$ cat src/design/prf_pkg.sv
// Purpose: Shared constants for the process RAM transfer engine.
// Assumes: Byte addressed host register port, 10 address bits.
// Notes: Offsets are byte addresses of 32-bit registers.
package prf_pkg;

  // Host port geometry.
  localparam int HOST_AW = 10;
  localparam int CORE_AW = 16;

  // Register offsets.
  localparam logic [HOST_AW-1:0] REG_RD_ADDR_LEN = 10'h308;
  localparam logic [HOST_AW-1:0] REG_RD_CMD = 10'h30C;
  localparam logic [HOST_AW-1:0] REG_WR_ADDR_LEN = 10'h310;
  localparam logic [HOST_AW-1:0] REG_WR_CMD = 10'h314;

  // Data FIFO windows: 000h-01Ch read data, 020h-03Ch write data.
  localparam int FIFO_WIN_LSB = 5;
  localparam logic [HOST_AW-1:FIFO_WIN_LSB] RD_FIFO_WIN = 5'h00;
  localparam logic [HOST_AW-1:FIFO_WIN_LSB] WR_FIFO_WIN = 5'h01;

  // Field positions.
  localparam int LEN_LSB = 16;
  localparam int LEN_W = 16;
  localparam int PTR_W = 16;
  localparam int CMD_BUSY_BIT = 31;
  localparam int CMD_ABORT_BIT = 30;
  localparam int CMD_CNT_LSB = 8;
  localparam int CMD_AVAIL_BIT = 0;

  // FIFO shape and reset values.
  localparam int FIFO_DEPTH = 16;
  localparam int FIFO_AW = 4;
  localparam int LVL_W = 5;
  localparam logic [LVL_W-1:0] WR_FREE_RESET = 5'h10;
  localparam logic [31:0] ADDR_LEN_RESET = 32'h00000000;
  localparam logic [1:0] LAST_LANE = 2'h3;

endpackage

$ cat src/design/prf_fifo.sv
// Purpose: Word FIFO with valid and ready on both sides and a flush.
// Assumes: DEPTH is two to the power AW; one clock, synchronous reset.
// Notes: Read data come straight from the storage registers.
`timescale 1ns/1ps
module prf_fifo #(
  parameter int WIDTH = 32,
  parameter int DEPTH = 16,
  parameter int AW = 4,
  parameter int LW = 5
) (
  // Clock and reset.
  input wire logic clk,
  input wire logic rst,
  input wire logic flush,
  // Filling side.
  input wire logic in_valid,
  output logic in_ready,
  input wire logic [WIDTH-1:0] in_data,
  // Draining side.
  output logic out_valid,
  input wire logic out_ready,
  output logic [WIDTH-1:0] out_data,
  output logic [LW-1:0] level
);

  logic [WIDTH-1:0] mem_reg [DEPTH];
  logic [AW-1:0] wr_ptr_reg, wr_ptr_next;
  logic [AW-1:0] rd_ptr_reg, rd_ptr_next;
  logic [LW-1:0] count_reg, count_next;
  logic push, pop;

  assign in_ready = (count_reg != LW'(DEPTH));
  assign out_valid = (count_reg != '0);
  assign out_data = mem_reg[rd_ptr_reg];
  assign level = count_reg;

  always_comb begin
    push = in_valid && in_ready && !flush;
    pop = out_valid && out_ready && !flush;
    wr_ptr_next = wr_ptr_reg;
    rd_ptr_next = rd_ptr_reg;
    count_next = count_reg;
    if (flush) begin
      wr_ptr_next = '0;
      rd_ptr_next = '0;
      count_next = '0;
    end else begin
      if (push) begin
        wr_ptr_next = wr_ptr_reg + AW'(1);
      end
      if (pop) begin
        rd_ptr_next = rd_ptr_reg + AW'(1);
      end
      if (push && !pop) begin
        count_next = count_reg + LW'(1);
      end else if (pop && !push) begin
        count_next = count_reg - LW'(1);
      end
    end
  end

  always_ff @(posedge clk) begin
    if (rst) begin
      wr_ptr_reg <= '0;
      rd_ptr_reg <= '0;
      count_reg <= '0;
    end else begin
      wr_ptr_reg <= wr_ptr_next;
      rd_ptr_reg <= rd_ptr_next;
      count_reg <= count_next;
    end
  end

  // Storage needs no reset; the count hides stale words.
  always_ff @(posedge clk) begin
    if (push) begin
      mem_reg[wr_ptr_reg] <= in_data;
    end
  end

endmodule

$ cat src/design/prf_engine.sv
// Purpose: Moves bytes between the core process RAM and host data FIFOs.
// Assumes: Core port takes one byte request at a time and acks it later.
// Notes: Reads have priority on the core port when both engines wait.
`timescale 1ns/1ps
module prf_engine import prf_pkg::*; (
  // Clock and reset.
  input wire logic SYS_CLK,
  input wire logic RST,
  // Host register port.
  input wire logic HOST_WR,
  input wire logic HOST_RD,
  input wire logic [HOST_AW-1:0] HOST_ADDR,
  input wire logic [31:0] HOST_WDATA,
  output logic [31:0] HOST_RDATA,
  output logic HOST_RVALID,
  // Core process RAM byte port.
  output logic CORE_REQ,
  output logic CORE_WE,
  output logic [CORE_AW-1:0] CORE_ADDR,
  output logic [7:0] CORE_WDATA,
  input wire logic CORE_ACK,
  input wire logic [7:0] CORE_RDATA
);

  logic [PTR_W-1:0] rd_ptr_reg, rd_ptr_next, wr_ptr_reg, wr_ptr_next;
  logic [LEN_W-1:0] rd_len_reg, rd_len_next, wr_len_reg, wr_len_next;
  logic rd_busy_reg, rd_busy_next, wr_busy_reg, wr_busy_next;
  logic rd_abort_reg, rd_abort_next, wr_abort_reg, wr_abort_next;
  logic [31:0] rd_asm_reg, rd_asm_next, wr_buf_reg, wr_buf_next;
  logic rd_asm_full_reg, rd_asm_full_next, wr_buf_valid_reg, wr_buf_valid_next;
  logic pend_reg, pend_next, pend_wr_reg, pend_wr_next;
  logic [1:0] pend_lane_reg, pend_lane_next;
  logic core_req_reg, core_req_next, core_we_reg, core_we_next;
  logic [CORE_AW-1:0] core_addr_reg, core_addr_next;
  logic [7:0] core_wdata_reg, core_wdata_next;
  logic [31:0] host_rdata_reg, host_rdata_next;
  logic host_rvalid_reg, host_rvalid_next;
  logic rd_cmd_wr, wr_cmd_wr, rd_al_wr, wr_al_wr;
  logic rd_start, rd_cancel, wr_start, wr_cancel;
  logic rd_want, wr_want, rd_ack, wr_ack;
  logic rd_in_ready, rd_out_valid, rd_pop, wr_in_ready, wr_out_valid, wr_pop, wr_push;
  logic [31:0] rd_out_data, wr_out_data;
  logic [LVL_W-1:0] rd_level, wr_level, wr_free;
  logic [HOST_AW-1:FIFO_WIN_LSB] win;
  // Host decode.
  always_comb begin
    win = HOST_ADDR[HOST_AW-1:FIFO_WIN_LSB];
    rd_cmd_wr = HOST_WR && (HOST_ADDR == REG_RD_CMD);
    wr_cmd_wr = HOST_WR && (HOST_ADDR == REG_WR_CMD);
    rd_al_wr = HOST_WR && (HOST_ADDR == REG_RD_ADDR_LEN);
    wr_al_wr = HOST_WR && (HOST_ADDR == REG_WR_ADDR_LEN);
    // A zero in busy or abort is simply not decoded as a command.
    rd_cancel = rd_cmd_wr && HOST_WDATA[CMD_ABORT_BIT];
    wr_cancel = wr_cmd_wr && HOST_WDATA[CMD_ABORT_BIT];
    rd_start = rd_cmd_wr && HOST_WDATA[CMD_BUSY_BIT] && !rd_cancel && !rd_busy_reg;
    wr_start = wr_cmd_wr && HOST_WDATA[CMD_BUSY_BIT] && !wr_cancel && !wr_busy_reg;
    rd_pop = HOST_RD && (win == RD_FIFO_WIN) && (HOST_ADDR[1:0] == 2'h0) && rd_out_valid;
    wr_push = HOST_WR && (win == WR_FIFO_WIN) && (HOST_ADDR[1:0] == 2'h0);
    wr_free = LVL_W'(FIFO_DEPTH) - wr_level;
    rd_want = rd_busy_reg && (rd_len_reg != '0) && !rd_asm_full_reg && !rd_cancel;
    wr_want = wr_busy_reg && wr_buf_valid_reg && (wr_len_reg != '0) && !wr_cancel;
    rd_ack = CORE_ACK && pend_reg && !pend_wr_reg && rd_busy_reg && !rd_cancel;
    wr_ack = CORE_ACK && pend_reg && pend_wr_reg && wr_busy_reg && !wr_cancel;
    wr_pop = wr_busy_reg && !wr_buf_valid_reg && (wr_len_reg != '0) && !wr_cancel;
  end

  // Read data FIFO: stalls the fetch engine when full, so no byte is lost.
  prf_fifo #(.WIDTH(32), .DEPTH(FIFO_DEPTH), .AW(FIFO_AW), .LW(LVL_W)) u_rd_fifo (
    .clk(SYS_CLK),
    .rst(RST),
    .flush(rd_cancel),
    .in_valid(rd_asm_full_reg),
    .in_ready(rd_in_ready),
    .in_data(rd_asm_reg),
    .out_valid(rd_out_valid),
    .out_ready(rd_pop),
    .out_data(rd_out_data),
    .level(rd_level)
  );

  // Write data FIFO: a host word that finds it full is dropped.
  prf_fifo #(.WIDTH(32), .DEPTH(FIFO_DEPTH), .AW(FIFO_AW), .LW(LVL_W)) u_wr_fifo (
    .clk(SYS_CLK),
    .rst(RST),
    .flush(wr_cancel),
    .in_valid(wr_push),
    .in_ready(wr_in_ready),
    .in_data(HOST_WDATA),
    .out_valid(wr_out_valid),
    .out_ready(wr_pop),
    .out_data(wr_out_data),
    .level(wr_level)
  );

  always_comb begin
    rd_ptr_next = rd_ptr_reg;
    rd_len_next = rd_len_reg;
    rd_busy_next = rd_busy_reg;
    rd_asm_next = rd_asm_reg;
    rd_asm_full_next = rd_asm_full_reg;
    wr_ptr_next = wr_ptr_reg;
    wr_len_next = wr_len_reg;
    wr_busy_next = wr_busy_reg;
    wr_buf_next = wr_buf_reg;
    wr_buf_valid_next = wr_buf_valid_reg;
    rd_abort_next = rd_cancel;
    wr_abort_next = wr_cancel;
    pend_next = pend_reg;
    pend_wr_next = pend_wr_reg;
    pend_lane_next = pend_lane_reg;
    core_req_next = 1'b0;
    core_we_next = core_we_reg;
    core_addr_next = core_addr_reg;
    core_wdata_next = core_wdata_reg;

    // An ack always retires the request, even one that an abort orphaned.
    if (CORE_ACK && pend_reg) begin
      pend_next = 1'b0;
    end
    if (rd_ack) begin
      rd_asm_next[pend_lane_reg*8 +: 8] = CORE_RDATA;
      rd_len_next = rd_len_reg - LEN_W'(1);
      rd_ptr_next = rd_ptr_reg + PTR_W'(1);
      if ((pend_lane_reg == LAST_LANE) || (rd_len_reg == LEN_W'(1))) begin
        rd_asm_full_next = 1'b1;
      end
    end
    if (wr_ack) begin
      wr_len_next = wr_len_reg - LEN_W'(1);
      wr_ptr_next = wr_ptr_reg + PTR_W'(1);
      if ((pend_lane_reg == LAST_LANE) || (wr_len_reg == LEN_W'(1))) begin
        wr_buf_valid_next = 1'b0;
      end
    end

    // Assembled word leaves for the read FIFO.
    if (rd_asm_full_reg && rd_in_ready) begin
      rd_asm_full_next = 1'b0;
      rd_asm_next = '0;
    end
    if (wr_pop && wr_out_valid) begin
      wr_buf_next = wr_out_data;
      wr_buf_valid_next = 1'b1;
    end

    // One byte request at a time; fetches win the core port.
    if (!pend_reg && rd_want) begin
      core_req_next = 1'b1;
      core_we_next = 1'b0;
      core_addr_next = rd_ptr_reg;
      pend_next = 1'b1;
      pend_wr_next = 1'b0;
      pend_lane_next = rd_ptr_reg[1:0];
    end else if (!pend_reg && wr_want) begin
      core_req_next = 1'b1;
      core_we_next = 1'b1;
      core_addr_next = wr_ptr_reg;
      core_wdata_next = wr_buf_reg[wr_ptr_reg[1:0]*8 +: 8];
      pend_next = 1'b1;
      pend_wr_next = 1'b1;
      pend_lane_next = wr_ptr_reg[1:0];
    end

    // Completion once nothing is left to move.
    if (rd_busy_reg && (rd_len_reg == '0) && !rd_asm_full_reg &&
        !(pend_reg && !pend_wr_reg)) begin
      rd_busy_next = 1'b0;
    end
    if (wr_busy_reg && (wr_len_reg == '0) && !(pend_reg && pend_wr_reg)) begin
      wr_busy_next = 1'b0;
    end

    if (rd_cancel) begin
      rd_busy_next = 1'b0;
      rd_asm_next = '0;
      rd_asm_full_next = 1'b0;
    end else if (rd_start) begin
      rd_busy_next = 1'b1;
      rd_asm_next = '0;
      rd_asm_full_next = 1'b0;
    end
    if (wr_cancel) begin
      wr_busy_next = 1'b0;
      wr_buf_valid_next = 1'b0;
    end else if (wr_start) begin
      wr_busy_next = 1'b1;
      wr_buf_valid_next = 1'b0;
    end

    // Host stores win over engine updates; legal only while idle.
    if (rd_al_wr) begin
      rd_len_next = HOST_WDATA[LEN_LSB +: LEN_W];
      rd_ptr_next = HOST_WDATA[PTR_W-1:0];
    end
    if (wr_al_wr) begin
      wr_len_next = HOST_WDATA[LEN_LSB +: LEN_W];
      wr_ptr_next = HOST_WDATA[PTR_W-1:0];
    end
  end

  // Host read answer, one cycle after the strobe.
  always_comb begin
    host_rvalid_next = HOST_RD;
    host_rdata_next = '0;
    if (HOST_RD) begin
      if (rd_pop) begin
        host_rdata_next = rd_out_data;
      end else if (HOST_ADDR == REG_RD_ADDR_LEN) begin
        host_rdata_next = {rd_len_reg, rd_ptr_reg};
      end else if (HOST_ADDR == REG_WR_ADDR_LEN) begin
        host_rdata_next = {wr_len_reg, wr_ptr_reg};
      end else if (HOST_ADDR == REG_RD_CMD) begin
        host_rdata_next[CMD_BUSY_BIT] = rd_busy_reg;
        host_rdata_next[CMD_ABORT_BIT] = rd_abort_reg;
        host_rdata_next[CMD_CNT_LSB +: LVL_W] = rd_level;
        host_rdata_next[CMD_AVAIL_BIT] = (rd_level != '0);
      end else if (HOST_ADDR == REG_WR_CMD) begin
        host_rdata_next[CMD_BUSY_BIT] = wr_busy_reg;
        host_rdata_next[CMD_ABORT_BIT] = wr_abort_reg;
        host_rdata_next[CMD_CNT_LSB +: LVL_W] = wr_free;
        host_rdata_next[CMD_AVAIL_BIT] = (wr_free != '0);
      end
    end
  end

  always_ff @(posedge SYS_CLK) begin
    if (RST) begin
      rd_ptr_reg <= ADDR_LEN_RESET[PTR_W-1:0];
      rd_len_reg <= ADDR_LEN_RESET[LEN_LSB +: LEN_W];
      wr_ptr_reg <= ADDR_LEN_RESET[PTR_W-1:0];
      wr_len_reg <= ADDR_LEN_RESET[LEN_LSB +: LEN_W];
      rd_busy_reg <= 1'b0;
      wr_busy_reg <= 1'b0;
      rd_abort_reg <= 1'b0;
      wr_abort_reg <= 1'b0;
      rd_asm_reg <= '0;
      rd_asm_full_reg <= 1'b0;
      wr_buf_reg <= '0;
      wr_buf_valid_reg <= 1'b0;
      pend_reg <= 1'b0;
      pend_wr_reg <= 1'b0;
      pend_lane_reg <= '0;
      core_req_reg <= 1'b0;
      core_we_reg <= 1'b0;
      core_addr_reg <= '0;
      core_wdata_reg <= '0;
      host_rdata_reg <= '0;
      host_rvalid_reg <= 1'b0;
    end else begin
      rd_ptr_reg <= rd_ptr_next;
      rd_len_reg <= rd_len_next;
      wr_ptr_reg <= wr_ptr_next;
      wr_len_reg <= wr_len_next;
      rd_busy_reg <= rd_busy_next;
      wr_busy_reg <= wr_busy_next;
      rd_abort_reg <= rd_abort_next;
      wr_abort_reg <= wr_abort_next;
      rd_asm_reg <= rd_asm_next;
      rd_asm_full_reg <= rd_asm_full_next;
      wr_buf_reg <= wr_buf_next;
      wr_buf_valid_reg <= wr_buf_valid_next;
      pend_reg <= pend_next;
      pend_wr_reg <= pend_wr_next;
      pend_lane_reg <= pend_lane_next;
      core_req_reg <= core_req_next;
      core_we_reg <= core_we_next;
      core_addr_reg <= core_addr_next;
      core_wdata_reg <= core_wdata_next;
      host_rdata_reg <= host_rdata_next;
      host_rvalid_reg <= host_rvalid_next;
    end
  end

  assign HOST_RDATA = host_rdata_reg;
  assign HOST_RVALID = host_rvalid_reg;
  assign CORE_REQ = core_req_reg;
  assign CORE_WE = core_we_reg;
  assign CORE_ADDR = core_addr_reg;
  assign CORE_WDATA = core_wdata_reg;
endmodule

$ cat config.mk
export PLATFORM = sky130hd
export DESIGN_NAME = prf_engine
export DESIGN_NICKNAME = d
export VERILOG_FILES = /design/src/design/prf_pkg.sv /design/src/design/prf_fifo.sv /design/src/design/prf_engine.sv
export SDC_FILE = /design/constraint.sdc
export NUM_CORES = 1
export LEC_CHECK = 0
export BUFFER_PORTS_ARGS = -buffer_cell sky130_fd_sc_hd__buf_2
export CELL_PAD_IN_SITES_DETAIL_PLACEMENT = 2
export CELL_PAD_IN_SITES_GLOBAL_PLACEMENT = 2
export CORE_ASPECT_RATIO = 1.1
export CORE_MARGIN = 2
export CORE_UTILIZATION = 48
export CTS_CLUSTER_DIAMETER = 40
export DETAILED_ROUTE_END_ITERATION = 10
export PLACE_DENSITY_LB_ADDON = 0.25
export SYNTH_ARGS = -nofsm -noshare
export SYNTH_HDL_FRONTEND = slang
export SYNTH_HIERARCHICAL = 1
export SYNTH_SLANG_ARGS = --single-unit
$ cat constraint.sdc
create_clock -name SYS_CLK -period 7.88 [get_ports SYS_CLK]
set_input_delay 1.182 -clock SYS_CLK [delete_from_list [all_inputs] [get_ports SYS_CLK]]
set_output_delay 1.182 -clock SYS_CLK [all_outputs]
set_load 0.005 [all_outputs]
## Word-level counts from Yosys, hierarchy flattened

Memory sizes are Yosys's and may differ from the RTL's. A register that Yosys moved wholly into a read port is not among the register bits.
Index checks and enable logic that the tools add are counted.

| word-level totals | value |
|---|---|
| bits in registers | 190 |
| RAM bits | 1024 |
| bits of input ports | 55 |
| output and inout port bits | 59 |
| logic and storage cells | 202 |
| memories | 2 |

Memories:

| name | depth | bits a word | read ports | clocked after Yosys merged registers in | write ports | line | RTL |
|---|---|---|---|---|---|---|---|
| u_rd_fifo.mem_reg | 16 | 32 | 1 | 1 | 1 | prf_fifo.sv:26 | `logic [WIDTH-1:0] mem_reg [DEPTH];` |
| u_wr_fifo.mem_reg | 16 | 32 | 1 | 1 | 1 | prf_fifo.sv:26 |  |

| operators by class | value |
|---|---|
| $add $sub $neg | 14 |
| equal/unequal tests | 10 |
| shift-type cells | 3 |
| muxes and demuxes | 48 |
| bitwise logic cells | 2 |
| reduce and logical (&&, ||, !) cells | 98 |

Operators by type and width:

| kind | count |
|---|---|
| 16-bit 2-to-1 mux | 10 |
| 32-bit 2-to-1 mux | 2 |
| 1-bit logical AND | 54 |
| 10-bit equality test, second input constant | 4 |
| 5-bit 2-to-1 mux | 7 |
| 5-bit negator with 34-bit output | 1 |
| 8-bit by 34-bit variable shift with 32-bit output, first input constant | 1 |
| 8-bit by 34-bit indexed part select with 32-bit output | 1 |
| 16-bit by 1-bit adder with 16-bit output, second input constant | 2 |
| 32-bit bitwise mux | 1 |
| 16-bit by 1-bit equality test with 1-bit output, second input constant | 2 |
| 16-bit logical NOT | 2 |
| 16-bit nonzero test | 2 |
| 32-bit by 6-bit indexed part select with 8-bit output | 1 |
| 16-bit by 1-bit subtractor with 16-bit output, second input constant | 2 |
| 1-bit 2-to-1 mux | 19 |
| 2-bit nonzero test | 9 |
| 17-bit 2-to-1 mux | 1 |
| 4-bit by 1-bit adder with 4-bit output, second input constant | 4 |
| 5-bit nonzero test | 3 |
| 1-bit logical NOT | 14 |
| 5-bit by 1-bit adder with 5-bit output, second input constant | 2 |
| 2-bit 2-to-1 mux | 5 |
| 5-bit != test, second input constant | 2 |
| 15 further kinds | 24 |

## Longest topological paths before layout

| logic depth | value |
|---|---|
| word-level depth | 10 |
| depth in mapped cells | 15 |
| gate-level depth less buffers | 15 |

## Cells and area by module

The synthesis kept the hierarchy.

By module, submodules not included:

| module | times used | cells an instance | area each (um^2) | sequential area each (um^2) |
|---|---|---|---|---|
| prf_fifo | 2 | 898 | 20055.5 | 15715.1 |
| prf_engine | 1 | 1080 | 9080.0 | 3883.7 |

## Least setup slack after synthesis

No wires, ideal clock.

| timing path | value |
|---|---|
| kind | in2reg |
| from | in HOST_ADDR[0] |
| to | mem u_wr_fifo.mem_reg[0][0] (enable) |
| setup time | 0.501 ns |
| data arrival time | 5.496 ns |
| data required time | 7.379 ns |
| slack | 1.883 ns |
| stages | 4 |
| buffers on the path | 0 |
| cell sequence | or4_1 -> nor4_1 -> nand2_1 -> nor4_1 |

| on the way | value |
|---|---|
| elaborated cells on any way between the ends | 10 |
| those cells by class | eq/ne: 1; mux: 2; reduce/logical: 7 |

RTL lines:

| element | line | RTL |
|---|---|---|
| from (decl) | prf_engine.sv:12 | `input wire logic [HOST_AW-1:0] HOST_ADDR,` |
| 2-bit logical NOT | prf_engine.sv:58 | `wr_push = HOST_WR && (win == WR_FIFO_WIN) && (HOST_ADDR[1:0] == 2'h0);` |
| 1-bit logical AND | prf_engine.sv:58 |  |
| via wr_push | prf_engine.sv:41 | `logic rd_in_ready, rd_out_valid, rd_pop, wr_in_ready, wr_out_valid, wr_pop, wr_push;` |
| 1-bit logical AND (2 in a row) | prf_fifo.sv:38 | `push = in_valid && in_ready && !flush;` |
| 1-bit 2-to-1 mux | prf_fifo.sv:76 | `if (push) begin` |
| 1-bit 2-to-1 mux (not written as such) | prf_fifo.sv:77 | `mem_reg[wr_ptr_reg] <= in_data;` |
| to (decl) | prf_fifo.sv:26 |  |

The timed path passes the listed nets, and every way through them passes these cells.

## Worst setup path in the final report

| timing path | value |
|---|---|
| from | in HOST_ADDR[1] |
| to | mem u_rd_fifo.mem_reg[2][23] (enable) |

| on the way | value |
|---|---|
| cells in the longest elaborated chain, start to end | 7 |

Ends and longest elaborated chain:

| element | line | RTL |
|---|---|---|
| 10-bit equality test | prf_engine.sv:48 | `rd_cmd_wr = HOST_WR && (HOST_ADDR == REG_RD_CMD);` |
| 1-bit logical AND | prf_engine.sv:48 |  |
| 1-bit logical AND | prf_engine.sv:53 | `rd_cancel = rd_cmd_wr && HOST_WDATA[CMD_ABORT_BIT];` |
| 1-bit logical NOT | prf_fifo.sv:38 |  |
| 1-bit logical AND | prf_fifo.sv:38 |  |
| 1-bit 2-to-1 mux | prf_fifo.sv:76 |  |
| 1-bit 2-to-1 mux (not written as such) | prf_fifo.sv:77 |  |
| to (decl) | prf_fifo.sv:26 |  |

Every way passes these cells.

==> impl_metrics.env <==
export IMPL_fin_crit_sh_pct=61.96
export IMPL_htree_levels=4
export IMPL_multi_input_area_mm2=0.01331
export IMPL_synthTopCellsByCount="1,024 x edfxtp_1, 264 x mux4_2, 228 x dfxtp_1, 205 x nand2_1, 172 x nor2_1"
export IMPL_holdCritPathClass="register to register"
export IMPL_dpl_hpwl_um=96330
export IMPL_swShare_pct=21.37
export IMPL_power_internal_uw=11680
export IMPL_pwr_share_clk_pct=51.4
export IMPL_top_level_ports=114
export IMPL_synthFlopType="edfxtp_1"
export IMPL_dp_slack_ps=2244
export IMPL_status="complete, no violations"
export IMPL_fp_dieArea_mm2=0.1051
export IMPL_die_y_um=339.8
export IMPL_cts_buffer_depth=3
export IMPL_synth_area_leader_cell="edfxtp_1"
export IMPL_ys_ff_latch=1252
export IMPL_required_ps=8290
export IMPL_ir_worst_vdd_uv=231.4
export IMPL_ctsHoldBuffers=0
export IMPL_vias_per_cell=6.432
export IMPL_setup_violations=0
export IMPL_post_cts_buffers=0
export IMPL_synth_most_common_cell="edfxtp_1"
export IMPL_clk_pin_slew_worst_paths_ps=60
export IMPL_routed_wl_um=161400
export IMPL_grt_first_pass_wirelength_um=235000
export IMPL_setup_tns_ps=0
export IMPL_worstPathArrival_ps=5290
export IMPL_cp_max_fo=25
export IMPL_gp_congestion=0.8483
export IMPL_r2r_cells=13
export IMPL_p_seq_share_pct=47.8
export IMPL_tightest_slew_ps=1357
export IMPL_grt_antenna_before_repair=5
export IMPL_cp_start_kind="primary input"
export IMPL_drtIter0Drc=2899
export IMPL_postRouteAntennaNets=0
export IMPL_power_density_mw_per_mm2=260.8
export IMPL_area_growth_pct=15.82
export IMPL_grt_overflow=0
export IMPL_synth_edf_count=1024
export IMPL_insertion_delay_ps=780
export IMPL_dr_pass1_iters=8
export IMPL_final_layout_size_suffix_gt1_share_pct=24.60
export IMPL_p_sw_uw=3176
export IMPL_ys_seq_area_share_pct=71.79
export IMPL_postSynthAreaPerCell_um2=17.10
export IMPL_layout_nets=3122
export IMPL_ctsRootBufferMaster="clkbuf_16"
export IMPL_fin_ws_ps=2998
export IMPL_end_kind="register"
export IMPL_finClkSkew_ps=29.21
export IMPL_drc=0
export IMPL_synth_async_reset_ratio_pct=0
export IMPL_grt_util_all_layers_pct=31.24
export IMPL_yosysTopAreaCellShare_pct=62.51
export IMPL_slew_headroom_pct=9.508
export IMPL_cts_tree="yes"
export IMPL_p_leak_uw=0.01815
export IMPL_whs_path_depth=2
export IMPL_die_width_um=309.2
export IMPL_numCtsBuffers=157
export IMPL_yosysUniqueCellTypes=63
export IMPL_yosys_warnings=6
export IMPL_grt_pass1_vias=32390
export IMPL_io_buffers=113
export IMPL_synthesis_nets=2966
export IMPL_nFillCells=8742
export IMPL_slew_violations=0
export IMPL_power_frac_comb_pct=0.8
export IMPL_fin_crit_ps=4882
export IMPL_grt_max_degree=73
export IMPL_cts_resized=0
export IMPL_seq_area_mm2=0.03533
export IMPL_core_mm2=0.1019
export IMPL_finalHoldViolCount=0
export IMPL_fmax_mhz=204.8
export IMPL_timing_max_cap_violations=0
export IMPL_synth_cell_area_mm2=0.04919
export IMPL_syn_instance_count=2876
export IMPL_wl_per_cell_um=35.57
export IMPL_critPathKind="primary input to register"
export IMPL_start_util_pct=48.28
export IMPL_synthTopCellsByArea="edfxtp_1 63%, mux4_2 12%, dfxtp_1 9.3%"
export IMPL_rsz0062_at_grt="no"
export IMPL_cts_sinks=1252
export IMPL_row_count=123
export IMPL_via_count=29190
-- area by class of cell --
class / count / area share, %
flip-flops and latches: 1252 / 62.01
multi-input cells: 1421 / 23.36
clock buffers: 185 / 7.430
well taps: 1375 / 3.020
clock inverters: 104 / 2.209
repair buffers: 173 / 1.788
inverters: 27 / 0.1779
diodes: 1 / 0.004392
-- placed cells by master (no fill, tap or decap), drive strengths merged, types with 8 or more instances in the layout --
cell         n
nor4        39
xor2        26
a311oi      10
nand2b      10
mux4       264
or3          8
clkbuf     185
nand3       73
ha          33
o211ai      10
clkinvlp    14
inv         63
nor2       172
nor3        36
xnor2       45
edfxtp    1024
nand4       16
a21oi      106
bufinv      20
a211oi      75
o21ai       17
and3        11
buf        173
nand3b       9
nand2      205
a22oi      134
dfxtp      228
or4         15
a222oi      30
clkinv      34
-- power by group through the flow --
stage               combinational (uW)  sequential [uW]  clock [uW]
CTS                                122             7100        7750
finish                             122             7100        7640
global placement                   107             7240           0
detailed placement                 120             7240           0
floorplan                         25.3             7240           0
global route                       128             7090        7970
-- through the flow --
step	util [%]	area (um2)	power, uW	hold slack (ps)	instances
2_1_floorplan	-	49190	7266	433.1	2876
3_3_place_gp	50.53	51480	7345	445.5	4248
3_5_place_dp	50.53	51480	7358	456.4	4248
4_1_cts	55.92	56970	14970	468.8	4537
5_1_grt	55.92	56970	15190	488.5	4537
6_report	55.92	56970	14860	467.4	4538
-- routing by layer --
| layer | global-route usage, % | vias to the layer above | part of all wire, % |
|---|---|---|---|
| met5 | 0 | - | 0.0081 |
| met4 | 13.43 | 2 | 4.5 |
| met3 | 5.045 | 402 | 5.7 |
| met2 | 54.58 | 1178 | 52 |
| met1 | 38.39 | 15700 | 38 |
| li1 | - | 11910 | - |
-- path summary, 6_finish.rpt --
| check | from | end | slack, ps |
|---|---|---|---|
| worst max register to register | u_rd_fifo/level[0]$_SDFFE_PP0P_ | u_rd_fifo/level[3]$_SDFFE_PP0P_ | 3930 |
| worst max-delay path | HOST_ADDR[1] | u_rd_fifo/mem_reg[2][23]$_DFFE_PP_ | 3000 |
| worst min register to register | wr_buf_reg[28]$_SDFFE_PP0P_ | wr_buf_reg[28]$_SDFFE_PP0P_ | 470 |
| worst min-delay path | wr_buf_reg[28]$_SDFFE_PP0P_ | wr_buf_reg[28]$_SDFFE_PP0P_ | 470 |
-- logic make-up (layout without fill, tap and decap cells) --
| kind of cell | after synthesis | after routing | synth area share (%) |
|---|---|---|---|
| multiplexers | 270 | 270 | 12.21 |
| flip-flops | 1252 | 1252 | 71.79 |
| buffers and inverters | 203 | 489 | 1.821 |
| other | 0 | 1 | 0 |
| adder cells (fa/ha/maj) | 35 | 35 | 0.9208 |
| XOR/XNOR | 71 | 71 | 1.264 |
| AO/OA/AOI/OAI | 412 | 412 | 5.904 |
| AND/OR/NAND/NOR | 633 | 633 | 6.092 |
-- critical path, cell delays in order --
cell and delay [ps]:
buf_2 140, nand4bb_1 550, or4_1 830, inv_2 480, nand3b_1 530, nor3_2 910
buf_4 590
No activity file was read; power rests on OpenSTA's default activity.
